[src/logic/adc_seq_pkg.sv]
// Purpose: Shared constants and types for the serial converter frame sequencer.
// Assumes: One 125 MHz system clock; all pin inputs asynchronous to it.
// Notes: Conversion timing is an internal count, shortened through module parameters.
package adc_seq_pkg;
  localparam int CMD_BITS = 8;
  localparam int ADDR_BITS = 4;
  localparam int CFG_BITS = 4;
  localparam int RESULT_BITS = 12;
  localparam int EDGE_CNT_BITS = 5;
  localparam logic [EDGE_CNT_BITS-1:0] FRAME_EDGES = 5'h0C;
  localparam logic [EDGE_CNT_BITS-1:0] ADDR_EDGE = 5'h04;
  localparam logic [EDGE_CNT_BITS-1:0] SAMPLE_EDGE = 5'h04;
  localparam logic [EDGE_CNT_BITS-1:0] CMD_EDGE = 5'h08;
  localparam int CONV_DIV_DEF = 4;
  localparam int CONV_TICKS_DEF = 40;
  localparam int CONV_CNT_BITS = 16;
  localparam logic [RESULT_BITS-1:0] RESULT_RESET = 12'h000;

  typedef enum logic [1:0] {
    ST_IDLE = 2'b00,
    ST_FRAME = 2'b01,
    ST_CONVERT = 2'b10
  } seq_state_e;

  typedef struct packed {
    logic sel_n;
    logic sclk;
    logic din;
  } pins_s;

  typedef struct packed {
    logic [ADDR_BITS-1:0] channel;
    logic [CFG_BITS-1:0] config_bits;
  } cmd_word_s;
endpackage : adc_seq_pkg

[src/logic/serial_adc_frame_sequencer.sv]
// Purpose: Frame sequencing for a serial successive-approximation converter.
// Assumes: Serial clock is much slower than clk_in so every edge is seen after sync.
// Notes: The analog result arrives on result_in and is taken at end of conversion.
`timescale 1ns/1ps

// Behaviour
// - After the last serial clock falling edge, the done flag drops low.
// - Done flag stays low during conversion, rises when result is ready.
// - Eight serial_in bits captured on the first eight rising edges.
// - Channel address applied to input selection after the fourth rising edge.
// - Sampling starts at the fourth falling edge, ends at the last falling edge.
// - Remaining eleven result bits shift out after the first bit.
// - serial_out changes only on falling serial clock edges and at the select falling edge.
// - Last falling edge hands conversion to the internal controller.
// - Select falling edge resets counters and control, enables the serial pins.
// - serial_out is released while select is high, driven while low.
// - At select low, the first result bit appears at once, per bit order.
module serial_adc_frame_sequencer
  import adc_seq_pkg::*;
#(
  parameter int CONV_DIV = CONV_DIV_DEF,
  parameter int CONV_TICKS = CONV_TICKS_DEF
) (
  input wire logic clk_in,
  input wire logic rst_in,
  input wire logic select_n_in,
  input wire logic sclk_in,
  input wire logic serial_in,
  input wire logic lsb_first_in,
  input wire logic [RESULT_BITS-1:0] result_in,
  output logic serial_out,
  output logic serial_oe_out,
  output logic conversion_done_flag_out,
  output logic sampling_out,
  output logic conv_start_out,
  output logic [ADDR_BITS-1:0] channel_out,
  output cmd_word_s command_register_out
);
  localparam int CONV_LEN = CONV_DIV * CONV_TICKS;
  localparam logic [CONV_CNT_BITS-1:0] DIV_LAST = CONV_CNT_BITS'(CONV_DIV - 1);
  localparam logic [CONV_CNT_BITS-1:0] TICK_LAST = CONV_CNT_BITS'(CONV_TICKS - 1);

  pins_s sync1_q, sync2_q, prev_q;
  seq_state_e state_q, state_d;
  logic [EDGE_CNT_BITS-1:0] rise_cnt_q, rise_cnt_d, fall_cnt_q, fall_cnt_d;
  logic [CMD_BITS-1:0] cmd_sh_q, cmd_sh_d;
  cmd_word_s command_q, command_d;
  logic [ADDR_BITS-1:0] channel_q, channel_d;
  logic [RESULT_BITS-1:0] out_sh_q, out_sh_d, result_q, result_d;
  logic serial_q, serial_d, oe_q, oe_d, done_q, done_d;
  logic sampling_q, sampling_d, start_q, start_d, lsb_q, lsb_d;
  logic [CONV_CNT_BITS-1:0] div_q, div_d, tick_cnt_q, tick_cnt_d;
  logic sel_fall, sel_rise, sc_rise, sc_fall, in_frame, last_fall, conv_tick;

  // Edge detection reads only the second synchroniser stage and its delayed copy.
  assign sel_fall = prev_q.sel_n & ~sync2_q.sel_n;
  assign sel_rise = ~prev_q.sel_n & sync2_q.sel_n;
  assign in_frame = (state_q == ST_FRAME) & ~sync2_q.sel_n;
  assign sc_rise = in_frame & ~prev_q.sclk & sync2_q.sclk;
  assign sc_fall = in_frame & prev_q.sclk & ~sync2_q.sclk;
  assign last_fall = sc_fall & (fall_cnt_q == FRAME_EDGES - 5'h01);
  assign conv_tick = (state_q == ST_CONVERT) & (div_q == DIV_LAST);

  always_comb begin
    state_d = state_q;
    rise_cnt_d = rise_cnt_q;
    fall_cnt_d = fall_cnt_q;
    cmd_sh_d = cmd_sh_q;
    command_d = command_q;
    channel_d = channel_q;
    out_sh_d = out_sh_q;
    result_d = result_q;
    serial_d = serial_q;
    oe_d = ~sync2_q.sel_n;
    done_d = done_q;
    sampling_d = sampling_q;
    start_d = 1'b0;
    lsb_d = lsb_q;
    div_d = div_q;
    tick_cnt_d = tick_cnt_q;
    if (sel_fall) begin
      state_d = ST_FRAME;
      rise_cnt_d = '0;
      fall_cnt_d = '0;
      cmd_sh_d = '0;
      sampling_d = 1'b0;
      lsb_d = lsb_first_in;
      out_sh_d = result_q;
      serial_d = lsb_first_in ? result_q[0] : result_q[RESULT_BITS-1];
    end else if (state_q == ST_FRAME) begin
      // A frame cut short by select returns to idle without converting.
      if (sel_rise) begin
        state_d = ST_IDLE;
        sampling_d = 1'b0;
      end
      if (sc_rise && rise_cnt_q < CMD_EDGE) begin
        cmd_sh_d = {cmd_sh_q[CMD_BITS-2:0], sync2_q.din};
        rise_cnt_d = rise_cnt_q + 5'h01;
        if (rise_cnt_q == ADDR_EDGE - 5'h01) begin
          channel_d = {cmd_sh_q[ADDR_BITS-2:0], sync2_q.din};
        end
        if (rise_cnt_q == CMD_EDGE - 5'h01) begin
          command_d = cmd_word_s'({cmd_sh_q[CMD_BITS-2:0], sync2_q.din});
        end
      end
      if (sc_fall) begin
        fall_cnt_d = fall_cnt_q + 5'h01;
        if (lsb_q) begin
          out_sh_d = {1'b0, out_sh_q[RESULT_BITS-1:1]};
          serial_d = out_sh_q[1];
        end else begin
          out_sh_d = {out_sh_q[RESULT_BITS-2:0], 1'b0};
          serial_d = out_sh_q[RESULT_BITS-2];
        end
        if (fall_cnt_q == SAMPLE_EDGE - 5'h01) begin
          sampling_d = 1'b1;
        end
        if (last_fall) begin
          sampling_d = 1'b0;
          state_d = ST_CONVERT;
          start_d = 1'b1;
          div_d = '0;
          tick_cnt_d = '0;
          done_d = 1'b0;
        end
      end
    end else if (state_q == ST_CONVERT) begin
      div_d = conv_tick ? '0 : div_q + 16'h0001;
      if (conv_tick) begin
        tick_cnt_d = tick_cnt_q + 16'h0001;
        if (tick_cnt_q == TICK_LAST) begin
          done_d = 1'b1;
          result_d = result_in;
          state_d = ST_IDLE;
        end
      end
    end
  end

  always_ff @(posedge clk_in or posedge rst_in) begin
    if (rst_in) begin
      sync1_q <= '{sel_n: 1'b1, sclk: 1'b0, din: 1'b0};
      sync2_q <= '{sel_n: 1'b1, sclk: 1'b0, din: 1'b0};
      prev_q <= '{sel_n: 1'b1, sclk: 1'b0, din: 1'b0};
      state_q <= ST_IDLE;
      rise_cnt_q <= '0;
      fall_cnt_q <= '0;
      cmd_sh_q <= '0;
      command_q <= '0;
      channel_q <= '0;
      out_sh_q <= RESULT_RESET;
      result_q <= RESULT_RESET;
      serial_q <= 1'b0;
      oe_q <= 1'b0;
      done_q <= 1'b1;
      sampling_q <= 1'b0;
      start_q <= 1'b0;
      lsb_q <= 1'b0;
      div_q <= '0;
      tick_cnt_q <= '0;
    end else begin
      sync1_q <= '{sel_n: select_n_in, sclk: sclk_in, din: serial_in};
      sync2_q <= sync1_q;
      prev_q <= sync2_q;
      state_q <= state_d;
      rise_cnt_q <= rise_cnt_d;
      fall_cnt_q <= fall_cnt_d;
      cmd_sh_q <= cmd_sh_d;
      command_q <= command_d;
      channel_q <= channel_d;
      out_sh_q <= out_sh_d;
      result_q <= result_d;
      serial_q <= serial_d;
      oe_q <= oe_d;
      done_q <= done_d;
      sampling_q <= sampling_d;
      start_q <= start_d;
      lsb_q <= lsb_d;
      div_q <= div_d;
      tick_cnt_q <= tick_cnt_d;
    end
  end

  assign serial_out = serial_q;
  assign serial_oe_out = oe_q;
  assign conversion_done_flag_out = done_q;
  assign sampling_out = sampling_q;
  assign conv_start_out = start_q;
  assign channel_out = channel_q;
  assign command_register_out = command_q;
endmodule : serial_adc_frame_sequencer

[config.mk]
export PLATFORM = sky130hd
export DESIGN_NAME = serial_adc_frame_sequencer
export DESIGN_NICKNAME = d
export VERILOG_FILES = /design/src/logic/adc_seq_pkg.sv /design/src/logic/serial_adc_frame_sequencer.sv
export SDC_FILE = /design/constraint.sdc
export NUM_CORES = 1
export LEC_CHECK = 0
export BUFFER_PORTS_ARGS = -buffer_cell sky130_fd_sc_hd__buf_2
export CAP_MARGIN = 20
export CORE_MARGIN = 2
export CORE_UTILIZATION = 65
export DETAILED_ROUTE_END_ITERATION = 7
export PLACE_DENSITY_LB_ADDON = 0.1
export SLEW_MARGIN = 20
export SYNTH_ARGS = -nofsm -noshare
export SYNTH_HDL_FRONTEND = slang
export SYNTH_SLANG_ARGS = --single-unit
[constraint.sdc]
create_clock -name clk_in -period 8.6 [get_ports clk_in]
set_clock_uncertainty 0.1 [all_clocks]
set_input_delay 0.43 -clock clk_in [delete_from_list [all_inputs] [get_ports clk_in]]
set_output_delay 0.43 -clock clk_in [all_outputs]
set_load 0.1 [all_outputs]
== Yosys cells after proc, flatten, opt, wreduce, memory -nomap -nowiden ==
Cells that the tools add are included.

* Add/subtract/negate cells: 4
* Multiply operators: 0
* Div/mod/pow operators: 0
* Order comparisons: 1
* Equal/unequal tests: 10
* Shift operators: 0
* Multiplexer cells: 50
* Bitwise operators: 15
* Reductions and logical operators: 19

{| class="wikitable"
|+ Operators with widths
! kind !! count
|-
| $mux 16 || 8
|-
| $mux 12 || 4
|-
| $add 16x1->16 const B || 2
|-
| $mux 5 || 6
|-
| $mux 1 || 21
|-
| $mux 7 || 3
|-
| $eq 16x2->1 const B || 1
|-
| $eq 16x6->1 const B || 1
|-
| $mux 2 || 8
|-
| $reduce_and 4->1 || 3
|-
| $reduce_bool 2->1 || 6
|-
| $add 5x1->5 const B || 2
|-
| $eq 5x2->1 const B || 2
|-
| $reduce_and 5->1 || 2
|-
| $and 1x1->1 || 9
|-
| $reduce_bool 3->1 || 3
|-
| $not 1->1 || 6
|-
| $reduce_and 6->1 || 1
|-
| $eq 5x3->1 const B || 1
|-
| $eq 5x4->1 const B || 1
|-
| $lt 5x4->1 const B || 1
|-
| $ne 2x2->1 const B || 2
|-
| $reduce_and 2->1 || 2
|-
| $reduce_and 3->1 || 1
|-
| 3 further kinds || 3
|}

* Register bits after elaboration: 101
* Latch bits: 0
* Memory bits (writable): 0
* ROM bits: 0
* Input bits: 18
* Output and inout bits: 17
* Word-level logic and storage cells: 124
* Memories: 0

== Longest topological paths before layout ==
* Depth after elaboration: 9
* Depth in mapped cells: 11
* Depth with buffers taken out: 7

== Least setup slack after synthesis ==
Ideal clock, no wire load.

* Path kind: register to register
* Start point: register div_q[0]
* End point: register result_q[0]
* Library setup time: 0.125 ns
* Arrival: 2.061 ns
* Slack: 6.314 ns
* Cell stages (with the launch flop): 8
* Path buffers: 2
* Period minus slack after synthesis: 2.286 ns
* Cells stage by stage: dfrtp_1 > ha_1 > buf_2 > nor4b_1 > nand4_1 > nor4_1 > buf_2 > mux2_2

* Cells in the longest elaborated chain, start to end: 3

{| class="wikitable"
|+ RTL lines
! element !! line !! text
|-
| start, declared || serial_adc_frame_sequencer.sv:52 || <nowiki>logic [CONV_CNT_BITS-1:0] div_q, div_d, tick_cnt_q, tick_cnt_d;</nowiki>
|-
| start signal, assigned || serial_adc_frame_sequencer.sv:179 || <nowiki>div_q <= div_d;</nowiki>
|-
| $eq 16x2->1 || serial_adc_frame_sequencer.sv:62 || <nowiki>assign conv_tick = (state_q == ST_CONVERT) & (div_q == DIV_LAST);</nowiki>
|-
| $and 1x1->1 || serial_adc_frame_sequencer.sv:62 ||
|-
| $reduce_and 5->1 (no source line) || -- ||
|-
| end signal, assigned || serial_adc_frame_sequencer.sv:172 || <nowiki>result_q <= result_d;</nowiki>
|-
| end, declared || serial_adc_frame_sequencer.sv:49 || <nowiki>logic [RESULT_BITS-1:0] out_sh_q, out_sh_d, result_q, result_d;</nowiki>
|}

Every way passes these cells.
A chain may end at the register's enable or synchronous reset.

== Final worst setup path ==
* Start point: register state_q[1]
* End point: register div_q[9]

* Cells in the longest elaborated chain, start to end: 7

{| class="wikitable"
|+ RTL lines
! element !! line !! text
|-
| start, declared || serial_adc_frame_sequencer.sv:44 || <nowiki>seq_state_e state_q, state_d;</nowiki>
|-
| start signal, assigned || serial_adc_frame_sequencer.sv:165 || <nowiki>state_q <= state_d;</nowiki>
|-
| $eq 2x1->1 || serial_adc_frame_sequencer.sv:58, serial_adc_frame_sequencer.sv:90 ||
|-
| $and 1x1->1 || serial_adc_frame_sequencer.sv:58 || <nowiki>assign in_frame = (state_q == ST_FRAME) & ~sync2_q.sel_n;</nowiki>
|-
| $and 1x1->1 (2 in a row) || serial_adc_frame_sequencer.sv:60 || <nowiki>assign sc_fall = in_frame & prev_q.sclk & ~sync2_q.sclk;</nowiki>
|-
| $and 1x1->1 || serial_adc_frame_sequencer.sv:61 || <nowiki>assign last_fall = sc_fall & (fall_cnt_q == FRAME_EDGES - 5'h01);</nowiki>
|-
| $ne 2x2->1 (no source line) || -- ||
|-
| $reduce_and 4->1 (no source line) || -- ||
|}

Parallel ways exist; a longest one is shown, timed or not. The select of a mux whose other input is x is not followed.

==> impl_metrics.tcl <==
set metrics [dict create \
    wl_met3_microns 418 \
    drt-total-wl_mm 9.458 \
    die-area_sq_um 8102 \
    synth_top_cell_by_area "dfrtp_1" \
    placedInstanceArea_sq_um 5021 \
    rows 31 \
    setup-violations-final 0 \
    synthTopCellsByArea "dfrtp_1 (50%), mux2_2 (5.9%), nand2_1 (3.0%)" \
    route.detailed.drc 0 \
    syn_area_per_cell_sq_um 10.61 \
    cts_buffer_depth 2 \
    hp-class "input pin to async pin" \
    slowest_delay_ns 0.83 \
    io_buffers 34 \
    hold_slack_ns 0.009263 \
    yosysTopAreaCellShare 0.5048 \
    fin_util 0.7270 \
    initial_core_util 0.6665 \
    tightestPinTransition_ns 0.9620 \
    crit_type "flop to flop" \
    io_pins 35 \
    hold_viol_final 0 \
    nFillCells 533 \
    ir_worst_vdd_mv 0.1405 \
    grt_pass1_vias 3523 \
    via_per_inst 6.232 \
    wl_met2_mm 4.578 \
    synth_cell_type_count 54 \
    vias 3596 \
    startpoint "state_q[1]$_DFFE_PP0P_" \
    leakage_uw 0.002442 \
    tns_ns 0 \
    layout.nets 497 \
    core_area_sq_um 7214 \
    ctsHoldBuffers 0 \
    cts_resized 0 \
    critPathArrivalTime_ns 3.05 \
    synth_cells 453 \
    yosys_most_used_dff "dfrtp_1" \
    layout_setup_ws_ns 5.749 \
    synth_area_sq_um 4808 \
    antenna_found_initial 0 \
    grt_max_degree 55 \
    clock-sinks 101 \
    fp.dieW_microns 90.01 \
    max_freq_mhz 350.8 \
    cts.clk_slew.worst_paths_ns 0.10 \
    start_kind "flop" \
    fin_crit_sh 0.3315 \
    highest_layer "met4" \
    area_growth_pct 9.081 \
    htree_levels 3 \
    r2r_slack_ns 5.75 \
    die_h_microns 90.01 \
    path_delay_family "simple AND/OR/NAND/NOR gates" \
    status "finished clean" \
    ys_warn_count 0 \
    drtAntennaViolNets 0 \
    reg2reg_depth 7 \
    grt_pass1_wl_mm 16.89 \
    synthArstFlopShare 1.000 \
    cts_buffers 9 \
    syn_nets 477 \
    cts_tree "built" \
    end_kind "flop" \
    dp_worst_setup_slack_ns 5.775 \
    synth-edff-count 0 \
    yosysSeqAreaShare 0.5267 \
    place_hpwl_mm 6.343 \
    drt-initial-drc-count 245 \
    insertion_delay_ns 0.38 \
    ys_ff_latch 101 \
    r2r_end "div_q[9]$_DFFE_PP0P_" \
    crit_chain "inv_1 > ha_1 > nand4bb_1 > o41ai_4 > nand2_2 > or4_1 > a21oi_1" \
    rsz0062_at_grt "no" \
    cap_violations 0 \
    cts_root_buffer "clkbuf_8" \
    final.min_clock_period_ns 2.851 \
    gp_congestion 0.9144 \
    post_cts.repair.setup_buffers 0 \
    slew_violations 0 \
    powerDensity_nw_per_um2 176.6 \
    worst-path-buf-inv 1 \
    worstPathMaxFanout 14 \
    cp.required_ns 8.80 \
    r2r_start "state_q[1]$_DFFE_PP0P_" \
    finish.instance_area_sq_um 5245 \
    drt-met1-wl_mm 4.298 \
    worst-path-stages 7 \
    critPathSlowestCell "o41ai_4" \
    grtUsageTotal 0.2540 \
    drive_gt1_frac 0.1925 \
    diodes 0 \
    post_drt_wl_per_cell_microns 16.39 \
    drt_first_pass_iters 6 \
    slew_headroom 0.3586 \
    grt.overflow.total 0 \
]
## cell type report
cell class,count,area [sq um],share of cell area
Tap cell,99,123.9,0.02362
Inverter,11,43.79,0.008349
Sequential cell,101,2532,0.4828
Timing Repair Buffer,38,200.2,0.03817
Clock buffer,10,127.6,0.02433
Multi-Input combinational cell,312,2121,0.4043
Clock inverter,6,96.34,0.01837
## worst max-delay path by stage
| stage | endpoint | slack, ns |
|---|---|---|
| after floorplan | channel_out[0]$_DFFE_PP0P_ | 5.43 |
| after global placement | div_q[9]$_DFFE_PP0P_ | 5.90 |
| after detailed placement | div_q[9]$_DFFE_PP0P_ | 5.77 |
| after CTS | div_q[9]$_DFFE_PP0P_ | 5.74 |
| after global routing | tick_cnt_q[9]$_DFFE_PP0P_ | 5.55 |
| final | div_q[9]$_DFFE_PP0P_ | 5.75 |
## layout by cell type, fill, tap and decap left out, types with 11 or more instances in the layout
cell     netlist  final
dfrtp_1       97     97
nand2_1       38     38
nor2_1        38     38
buf_2          7     34
mux2_2        25     25
nand4_1       21     21
a21oi_1       16     16
nand3_1       15     15
xor2_1        13     13
mux2i_1       13     13
nor4_1        13     12
o21ai_0       11     11
nor3_1        11     11
o31ai_1       11     11
## routing by layer
layer,up-vias,track usage
met1,1770,0.3595
met4,0,0.09359
li1,1700,-
met3,19,0.04946
met2,107,0.3947
met5,-,0
## power breakdown
part	total (uW)	internal, uW	switching (uW)
Sequential	504	487	16.8
Combinational	87.1	26.3	60.8
Clock	335	168	168
## cell usage after synthesis (all sizes together), types with 6 or more instances
cell type   n
nor2       39
and3       10
a221o      10
ha          6
inv        11
mux2       25
nand3      15
dfrtp      97
nand2      39
xor2       13
o21ai      11
a21o        6
buf        11
or3         6
nor3       11
clkbuf     18
mux2i      13
o31ai      11
nor4       13
a21oi      16
nand4      21
## logic make-up (layout without fill, tap and decap cells)
kind of cell	Yosys count	after routing	synth area share
adder cells (fa/ha/maj)	6	6	0.01561
AND/OR/NAND/NOR	175	175	0.1876
buffers and inverters	40	65	0.03409
AO/OA/AOI/OAI	75	75	0.1176
XOR/XNOR	18	18	0.03279
flip-flops	101	101	0.5267
multiplexers	38	38	0.08561
## stage by stage
step / total power, uW / std cells
2_1_floorplan: 575.6 / 453
3_3_place_gp: 592.6 / 561
3_5_place_dp: 597.4 / 561
4_1_cts: 932.3 / 577
5_1_grt: 967.4 / 577
6_report: 926.2 / 577
## state kept, by name, indices dropped and copies added (netlist names), 4 cells and up
register,flops
command_register_out,8
fall_cnt_q,5
channel_out,4
result_q,12
rise_cnt_q,5
tick_cnt_q,16
cmd_sh_q,7
out_sh_q,12
div_q,16
(Power assumes the default switching activity.)
